`src/common/supervisor_pkg.sv`:
```
// constants shared by the supervisor and the processor-side reset end
package supervisor_pkg;
    localparam int unsigned CLK_MHZ          = 100;
    // hold period options, minimum microseconds
    localparam int unsigned HOLD_1MS_US      = 1000;
    localparam int unsigned HOLD_20MS_US     = 20000;
    localparam int unsigned HOLD_140MS_US    = 140000;
    localparam int unsigned HOLD_1120MS_US   = 1120000;
    // watchdog period options, nominal microseconds
    localparam int unsigned WD_6P3MS_US      = 6300;
    localparam int unsigned WD_102MS_US      = 102000;
    localparam int unsigned WD_1P6S_US       = 1600000;
    localparam int unsigned WD_25P6S_US      = 25600000;
    // manual reset filter: glitches of 100 ns rejected, 1 us pulses taken
    localparam int unsigned MR_GLITCH_NS     = 100;
    localparam int unsigned MR_FILTER_NS     = 500;
    localparam int unsigned MR_FILTER_CYC    = (MR_FILTER_NS * CLK_MHZ) / 1000;
    // least low time on the shared line to set the transition flag
    localparam int unsigned LINE_SETUP_NS    = 400;
    localparam int unsigned LINE_SETUP_CYC   = (LINE_SETUP_NS * CLK_MHZ + 999) / 1000;
    // active pull-up one-shot
    localparam int unsigned ONESHOT_NS       = 2000;
    localparam int unsigned ONESHOT_CYC      = (ONESHOT_NS * CLK_MHZ) / 1000;
    // processor side: drive four clocks, sample two later
    localparam int unsigned HOST_DRIVE_CYC   = 4;
    localparam int unsigned HOST_SAMPLE_CYC  = 2;
    // option selectors
    localparam logic [1:0]  OPT_A            = 2'h0;
    localparam logic [1:0]  OPT_B            = 2'h1;
    localparam logic [1:0]  OPT_C            = 2'h2;
    localparam logic [1:0]  OPT_D            = 2'h3;
    // output stage kinds
    localparam logic [1:0]  OUT_PUSH_PULL    = 2'h0;
    localparam logic [1:0]  OUT_OPEN_DRAIN   = 2'h1;
    localparam logic [1:0]  OUT_BIDIR        = 2'h2;

    function automatic int unsigned hold_us(input logic [1:0] sel);
        unique case (sel)
            OPT_A: return HOLD_1MS_US;
            OPT_B: return HOLD_20MS_US;
            OPT_C: return HOLD_140MS_US;
            default: return HOLD_1120MS_US;
        endcase
    endfunction

    function automatic int unsigned wd_us(input logic [1:0] sel);
        unique case (sel)
            OPT_A: return WD_6P3MS_US;
            OPT_B: return WD_102MS_US;
            OPT_C: return WD_1P6S_US;
            default: return WD_25P6S_US;
        endcase
    endfunction
endpackage

```
`src/common/reset_line_if.sv`:
```
// shared reset line between supervisor and processor
interface reset_line_if;
    logic rst_n_out;      // supervisor drives its low/high level
    logic rst_n_oe;       // supervisor drives the line
    logic pullup_on;      // passive pull-up connected
    logic active_pullup;  // fast pull-up on
    logic rst_high;       // active-high inverse output
    logic host_oe;        // processor pulls line low
    logic kick;           // watchdog kick level from processor
    logic kick_oe;        // processor drives the kick pin
    logic line_level;     // resolved line above enable level
    logic line_full;      // resolved line above 0.85 of supply

    modport supervisor (
        output rst_n_out, rst_n_oe, pullup_on, active_pullup, rst_high,
        input  host_oe, kick, kick_oe, line_level, line_full
    );
    modport processor (
        input  rst_n_out, rst_n_oe, rst_high, line_level, line_full,
        output host_oe, kick, kick_oe
    );
endinterface

```
`src/rtl/reset_supervisor_watchdog.sv`:
```
// supervisor end: reset generation, watchdog, shared line control
// ************************************************************
// ************************************************************
module reset_supervisor_watchdog #(
    parameter logic [1:0]  HOLD_SEL  = supervisor_pkg::OPT_C,
    parameter logic [1:0]  WD_SEL    = supervisor_pkg::OPT_A,
    parameter logic [1:0]  OUT_KIND  = supervisor_pkg::OUT_BIDIR,
    parameter int unsigned HOLD_CYC  = supervisor_pkg::hold_us(HOLD_SEL) * supervisor_pkg::CLK_MHZ,
    parameter int unsigned WD_CYC    = supervisor_pkg::wd_us(WD_SEL) * supervisor_pkg::CLK_MHZ
) (
    // clock and reset
    input  wire logic  clk_sys_i,
    input  wire logic  nrst_i,
    input  wire logic  clk_en_i,
    // monitored conditions
    input  wire logic  supply_low_i,
    input  wire logic  manual_reset_n_i,
    // status
    output logic       reset_asserted_o,
    // shared line
    reset_line_if.supervisor line
);
    // ************************************************************
    // parameter check
    // ************************************************************
    if (HOLD_CYC < 1 || WD_CYC < 8 || OUT_KIND == 2'h3) begin : g_bad_params
        $error("reset_supervisor_watchdog: bad parameters");
    end

    // counter width covers the longest watchdog period
    localparam int unsigned W     = 32;
    // stage decode shared by cause, hold and pull-up logic
    localparam logic        BIDIR = (OUT_KIND == supervisor_pkg::OUT_BIDIR);

    // ************************************************************
    // manual reset filter
    // ************************************************************
    logic [7:0] mr_cnt_reg, mr_cnt_next;
    logic       mr_low_reg, mr_low_next;
    always_comb begin
        mr_cnt_next = mr_cnt_reg;
        mr_low_next = mr_low_reg;
        if (manual_reset_n_i == !mr_low_reg) begin
            mr_cnt_next = 8'h00;
        end else if (mr_cnt_reg >= 8'(supervisor_pkg::MR_FILTER_CYC - 1)) begin
            mr_low_next = !manual_reset_n_i;
            mr_cnt_next = 8'h00;
        end else begin
            mr_cnt_next = mr_cnt_reg + 8'h01;
        end
    end

    always_ff @(posedge clk_sys_i or negedge nrst_i) begin
        if (!nrst_i) begin
            mr_cnt_reg <= '0;
            mr_low_reg <= 1'b0;
        end else if (clk_en_i) begin
            mr_cnt_reg <= mr_cnt_next;
            mr_low_reg <= mr_low_next;
        end
    end

    // ************************************************************
    // watchdog
    // ************************************************************
    logic [W-1:0] wd_cnt_reg, wd_cnt_next;
    logic         kick_prev_reg, kick_prev_next;
    logic         wd_trip;
    logic         rst_reg, rst_next;
    always_comb begin
        kick_prev_next = line.kick;
        wd_cnt_next    = wd_cnt_reg + W'(1);
        wd_trip        = 1'b0;
        if (rst_reg || (line.kick_oe && line.kick != kick_prev_reg)) begin
            wd_cnt_next = '0;
        end else if (!line.kick_oe && wd_cnt_reg >= W'((WD_CYC / 8) * 7 - 1)) begin
            wd_cnt_next = '0;
        end else if (wd_cnt_reg >= W'(WD_CYC - 1)) begin
            wd_trip     = 1'b1;
            wd_cnt_next = '0;
        end
    end

    always_ff @(posedge clk_sys_i or negedge nrst_i) begin
        if (!nrst_i) begin
            wd_cnt_reg    <= '0;
            kick_prev_reg <= 1'b0;
        end else if (clk_en_i) begin
            wd_cnt_reg    <= wd_cnt_next;
            kick_prev_reg <= kick_prev_next;
        end
    end

    // ************************************************************
    // reset hold
    // ************************************************************
    logic [W-1:0] hold_cnt_reg, hold_cnt_next;
    logic         cause;
    always_comb begin
        cause = supply_low_i || mr_low_reg || wd_trip
            || (BIDIR && !line.line_level && !rst_reg);
        rst_next      = rst_reg;
        hold_cnt_next = hold_cnt_reg;
        if (cause || (BIDIR && line.host_oe)) begin
            rst_next      = 1'b1;
            hold_cnt_next = '0;
        end else if (rst_reg) begin
            if (hold_cnt_reg >= W'(HOLD_CYC - 1)) begin
                rst_next      = 1'b0;
                hold_cnt_next = '0;
            end else begin
                hold_cnt_next = hold_cnt_reg + W'(1);
            end
        end
    end

    always_ff @(posedge clk_sys_i or negedge nrst_i) begin
        if (!nrst_i) begin
            rst_reg      <= 1'b1;
            hold_cnt_reg <= '0;
        end else if (clk_en_i) begin
            rst_reg      <= rst_next;
            hold_cnt_reg <= hold_cnt_next;
        end
    end

    // ************************************************************
    // transition flag and one-shot
    // ************************************************************
    logic        flag_reg, flag_next;
    logic [15:0] os_cnt_reg, os_cnt_next;
    logic        apu_reg, apu_next;
    always_comb begin
        flag_next   = flag_reg;
        apu_next    = 1'b0;
        os_cnt_next = os_cnt_reg;
        if (!line.line_level) begin
            flag_next   = 1'b1;
            os_cnt_next = '0;
        end else if (flag_reg) begin
            if (line.line_full || os_cnt_reg >= 16'(supervisor_pkg::ONESHOT_CYC - 1)) begin
                flag_next = 1'b0;
            end else begin
                apu_next    = BIDIR;
                os_cnt_next = os_cnt_reg + 16'h0001;
            end
        end
    end

    always_ff @(posedge clk_sys_i or negedge nrst_i) begin
        if (!nrst_i) begin
            flag_reg   <= 1'b0;
            os_cnt_reg <= '0;
            apu_reg    <= 1'b0;
        end else if (clk_en_i) begin
            flag_reg   <= flag_next;
            os_cnt_reg <= os_cnt_next;
            apu_reg    <= apu_next;
        end
    end

    // ************************************************************
    // output stage
    // ************************************************************
    // status follows the hold register
    assign reset_asserted_o   = rst_reg;
    // low level while asserting
    assign line.rst_n_out     = !rst_reg;
    assign line.rst_high      = rst_reg;
    assign line.rst_n_oe      = (OUT_KIND == supervisor_pkg::OUT_PUSH_PULL) ? 1'b1 : rst_reg;
    assign line.pullup_on     = BIDIR && !rst_reg;
    assign line.active_pullup = apu_reg && !rst_reg;
endmodule // reset_supervisor_watchdog

```
`src/flat_wrapper.sv`:
```
// flat-port wrapper written by rule: the top's interface ports become plain ports
module reset_supervisor_watchdog_flat 
#(
    parameter logic [1:0]  HOLD_SEL  = supervisor_pkg::OPT_C,
    parameter logic [1:0]  WD_SEL    = supervisor_pkg::OPT_A,
    parameter logic [1:0]  OUT_KIND  = supervisor_pkg::OUT_BIDIR,
    parameter int unsigned HOLD_CYC  = supervisor_pkg::hold_us(HOLD_SEL) * supervisor_pkg::CLK_MHZ,
    parameter int unsigned WD_CYC    = supervisor_pkg::wd_us(WD_SEL) * supervisor_pkg::CLK_MHZ
)
  (clk_sys_i, nrst_i, clk_en_i, supply_low_i, manual_reset_n_i, reset_asserted_o, line_rst_n_out, line_rst_n_oe, line_pullup_on, line_active_pullup, line_rst_high, line_host_oe, line_kick, line_kick_oe, line_line_level, line_line_full);
  reset_line_if line_i ();
  input  wire logic clk_sys_i;
  input  wire logic nrst_i;
  input  wire logic clk_en_i;
  input  wire logic supply_low_i;
  input  wire logic manual_reset_n_i;
  output logic reset_asserted_o;
  output wire logic [$bits(line_i.rst_n_out)-1:0] line_rst_n_out;
  output wire logic [$bits(line_i.rst_n_oe)-1:0] line_rst_n_oe;
  output wire logic [$bits(line_i.pullup_on)-1:0] line_pullup_on;
  output wire logic [$bits(line_i.active_pullup)-1:0] line_active_pullup;
  output wire logic [$bits(line_i.rst_high)-1:0] line_rst_high;
  input wire logic [$bits(line_i.host_oe)-1:0] line_host_oe;
  input wire logic [$bits(line_i.kick)-1:0] line_kick;
  input wire logic [$bits(line_i.kick_oe)-1:0] line_kick_oe;
  input wire logic [$bits(line_i.line_level)-1:0] line_line_level;
  input wire logic [$bits(line_i.line_full)-1:0] line_line_full;
  assign line_rst_n_out = line_i.rst_n_out;
  assign line_rst_n_oe = line_i.rst_n_oe;
  assign line_pullup_on = line_i.pullup_on;
  assign line_active_pullup = line_i.active_pullup;
  assign line_rst_high = line_i.rst_high;
  assign line_i.host_oe = line_host_oe;
  assign line_i.kick = line_kick;
  assign line_i.kick_oe = line_kick_oe;
  assign line_i.line_level = line_line_level;
  assign line_i.line_full = line_line_full;
  reset_supervisor_watchdog #(.HOLD_SEL(HOLD_SEL), .WD_SEL(WD_SEL), .OUT_KIND(OUT_KIND), .HOLD_CYC(HOLD_CYC), .WD_CYC(WD_CYC)) u_core (.clk_sys_i(clk_sys_i), .nrst_i(nrst_i), .clk_en_i(clk_en_i), .supply_low_i(supply_low_i), .manual_reset_n_i(manual_reset_n_i), .reset_asserted_o(reset_asserted_o), .line(line_i));
endmodule
```
`config.mk`:
```
export PLATFORM = sky130hd
export DESIGN_NAME = reset_supervisor_watchdog_flat
export DESIGN_NICKNAME = d
export VERILOG_FILES = /design/src/common/supervisor_pkg.sv /design/src/common/reset_line_if.sv /design/src/rtl/reset_supervisor_watchdog.sv /design/src/flat_wrapper.sv
export SDC_FILE = /design/constraint.sdc
export NUM_CORES = 1
export LEC_CHECK = 0
export BUFFER_PORTS_ARGS = -buffer_cell sky130_fd_sc_hd__buf_4
export CAP_MARGIN = 20
export CORE_MARGIN = 3
export CORE_UTILIZATION = 50
export CTS_CLUSTER_SIZE = 28
export DETAILED_ROUTE_END_ITERATION = 16
export GPL_ROUTABILITY_DRIVEN = 0
export PLACE_DENSITY = 0.68
export SYNTH_ARGS = -nofsm -noshare
export SYNTH_HDL_FRONTEND = slang
export SYNTH_SLANG_ARGS = --single-unit
```
`constraint.sdc`:
```
create_clock -name clk_sys_i -period 3.4 [get_ports clk_sys_i]
set_clock_uncertainty 0.05 [all_clocks]
set_input_delay 0.51 -clock clk_sys_i [delete_from_list [all_inputs] [get_ports clk_sys_i]]
set_output_delay 0.51 -clock clk_sys_i [all_outputs]
set_load 0.05 [all_outputs]
```
==> summary.txt <==
Status
  – Outcome: complete, no violations

Critical path
  – CP Class: register to register
  – Largest stage delay, worst path: 0.50 ns
  – Largest delay contributor family on the critical path: simple AND/OR/NAND/NOR gates
  – CP endpoint kind: register
  – CP Buf/Inv Count: 1
  – Data required, critical path: 3.65 ns
  – Cell Chain, Critical Path: inv_1, ha_1, nor4b_2, o21ai_1, a2111oi_4, o211ai_4, nand4b_1, nor4_1, a21o_1
  – Worst EP arrival: 2.96 ns
  – CP max FO: 13
  – Slowest CP cell: nand4b_1
  – Startpoint Class: register

Global routing
  – Vias in the first global route: 3,449
  – Met2 Use GR: 0.285
  – M3 GR Usage: 0.0255
  – Total grt overflow: 0
  – Busiest grt layer: met2
  – First-pass GRT wire length: 16,900 um
  – Initial antenna violation count: 0
  – Grt met1 use: 0.277
  – GRT Overall Usage: 0.188
  – Pin count of the biggest net entering global routing: 47

Floorplanning
  – Die height: 104 um
  – Top Ports: 16
  – Core area: 9280 um2
  – Initial Utilization: 0.516
  – Die X: 104 um
  – # rows: 35
  – Die area: 10,800 um2

Timing
  – Final worst path period need: 2.71 ns
  – Fmax: 0.370 GHz
  – RSZ-0062 raised after global routing: no
  – Final setup viols: 0
  – Fin. max-slew vios: 0
  – Worst-Margin Slew: 0.776 ns
  – Hold Vio Cnt, Final: 0
  – Final period util: 0.796
  – Rel. slew slack: 0.478
  – Total negative slack: 0 ns

CTS
  – Worst-Skew Late Latency: 0.36 ns
  – Post-cts repair resize count: 0
  – Post-CTS setup buffer count: 0
  – CTS tree: built
  – Hold Buf Count CTS: 0
  – CTS clk-pin slew, worst paths: 0.11 ns
  – Clock Tree Buf Depth: 2
  – Root buffer cell: clkbuf_8
  – H-Tree Depth: 3
  – Clock buffer count from CTS: 9
  – Sink Count: 93

Routing
  – Vias/cell: 5.67
  – Detail Route Antenna Nets: 0
  – Drt total wl: 9650 um
  – WL per Instance: 14.8 um
  – DR iter-0 viols: 124
  – DR vias: 3,687
  – DRC Markers: 0
  – First-pass DRT Iterations: 4

Yosys
  – Largest area contributor in the netlist: dfrtp_1
  – Area share of the largest cell type after synthesis: 0.480
  – Unique masters post-synth: 58
  – Synth Area in XOR/XNOR: 0.00731
  – Largest family of logic cells by synthesized area: simple AND/OR/NAND/NOR gates
  – Syn avg cell area: 9.53 um2
  – Synth async-reset ratio: 1.00
  – Compound-gate portion of the synthesized area: 0.190
  – Synth Area in Adders: 0.0209
  – Register area share after synthesis: 0.486
  – Synth Cell Area: 4790 um2
  – Most used DFF post-synth: dfrtp_1
  – Post-synth EDFFs: 0
  – YS warnings: 0
  – Post-synthesis mux area share: 0.0107
  – Synth area leaders: dfrtp_1, nor2b_1, o21ai_0
  – #FFs+latches synth: 93
  – Syn Inst Count: 503
  – Syn_nets: 521
  – Simple-gate share of the synthesized area: 0.248

Cells and area
  – Register area: 2330 um2
  – Commonest non-fill, non-tap cell in the layout: dfrtp_1
  – Final instance area: 5240 um2
  – Area delta synth->final: 9.27%
  – Fillers: 815
  – # diodes: 0
  – Fin nets: 534
  – Layout cell share with drive strength beyond 1: 0.107
  – Most frequent cells in the layout: dfrtp_1, nand2_1, o21ai_0
  – Area of the multi-input gates: 2280 um2

Job
  – Max Cap Viol: 0

Worst hold path
  – Hold WC Path Type: primary input to asynchronous set/reset pin

Pwr
  – Lkg Pwr: 0.00241 uW
  – PwrDens: 391 nW/um2
  – Pwr Total: 2050 uW
  – IR drop worst, VDD: 0.201 mV

Placement
  – Post-DP HPWL: 6570 um
  – I/O Buffers: 15
  – Post-placement cell area: 5020 um2
[layer usage]
layer  share of wire  wire (um)
met1            0.50       4820
met2            0.46       4460
met3           0.028        271
met4           0.010         97
met5               0          0
[where the power goes]
| group | switching, uW | internal (uW) |
|---|---|---|
| Combinational | 81.4 | 41.7 |
| Clock | 434 | 360 |
| Sequential | 12.4 | 1120 |
| Total | 528 | 1520 |
[logic make-up after synthesis]
group	after synthesis
flops	93
buf+inv	41
fa+ha+maj	8
mux	5
compound gates	134
xor+xnor	4
simple gates	218
[cells in the mapped netlist, types with 3 or more instances]
cell	count
nor4_2	3
nand2_1	52
a21o_1	13
nand3_1	18
a31oi_1	13
nand4_1	7
nor3b_1	3
o31ai_1	7
clkbuf_1	11
o22ai_1	4
o41ai_2	3
and2_1	4
nand2b_1	16
ha_1	8
o21ai_1	14
nor3_1	9
inv_1	19
mux2i_1	4
a21oi_1	19
nor4_1	10
and3_1	20
buf_2	6
buf_4	5
o21ai_0	39
nor2_1	30
nor2b_1	32
dfrtp_1	92
[cell type report]
cell class                 instances  share of cell area
clock inverter                     7              0.0167
sequential                        93               0.445
tap                              129              0.0308
timing repair buffer              24              0.0344
clock buffer                       9              0.0237
multi-input combinational        369               0.436
inverter                          19              0.0136
[final timing paths]
check	from	to	slack, ns	depth (start not counted)
min	nrst_i	u_core.wd_cnt_reg[10]	0.06	1
min in group clk_sys_i	manual_reset_n_i	u_core.mr_low_reg	0.30	2
min reg2reg	u_core.flag_reg	u_core.flag_reg	0.45	1
max	u_core.wd_cnt_reg[0]	u_core.hold_cnt_reg[21]	0.69	9
max reg2reg	u_core.wd_cnt_reg[0]	u_core.hold_cnt_reg[21]	0.69	9
max in group asynchronous	nrst_i	u_core.line.rst_high	2.43	2
[metrics by stage]
stage,instances,worst slack (ns),hold WS (ns),utilization
2_1_floorplan,503,0.687,0.164,-
3_3_place_gp,634,0.847,0.407,0.541
3_5_place_dp,634,0.744,0.419,0.541
4_1_cts,650,0.679,0.0637,0.564
5_1_grt,650,0.411,0.0956,0.564
6_report,650,0.694,0.0577,0.564
(Power assumes the default switching activity.)
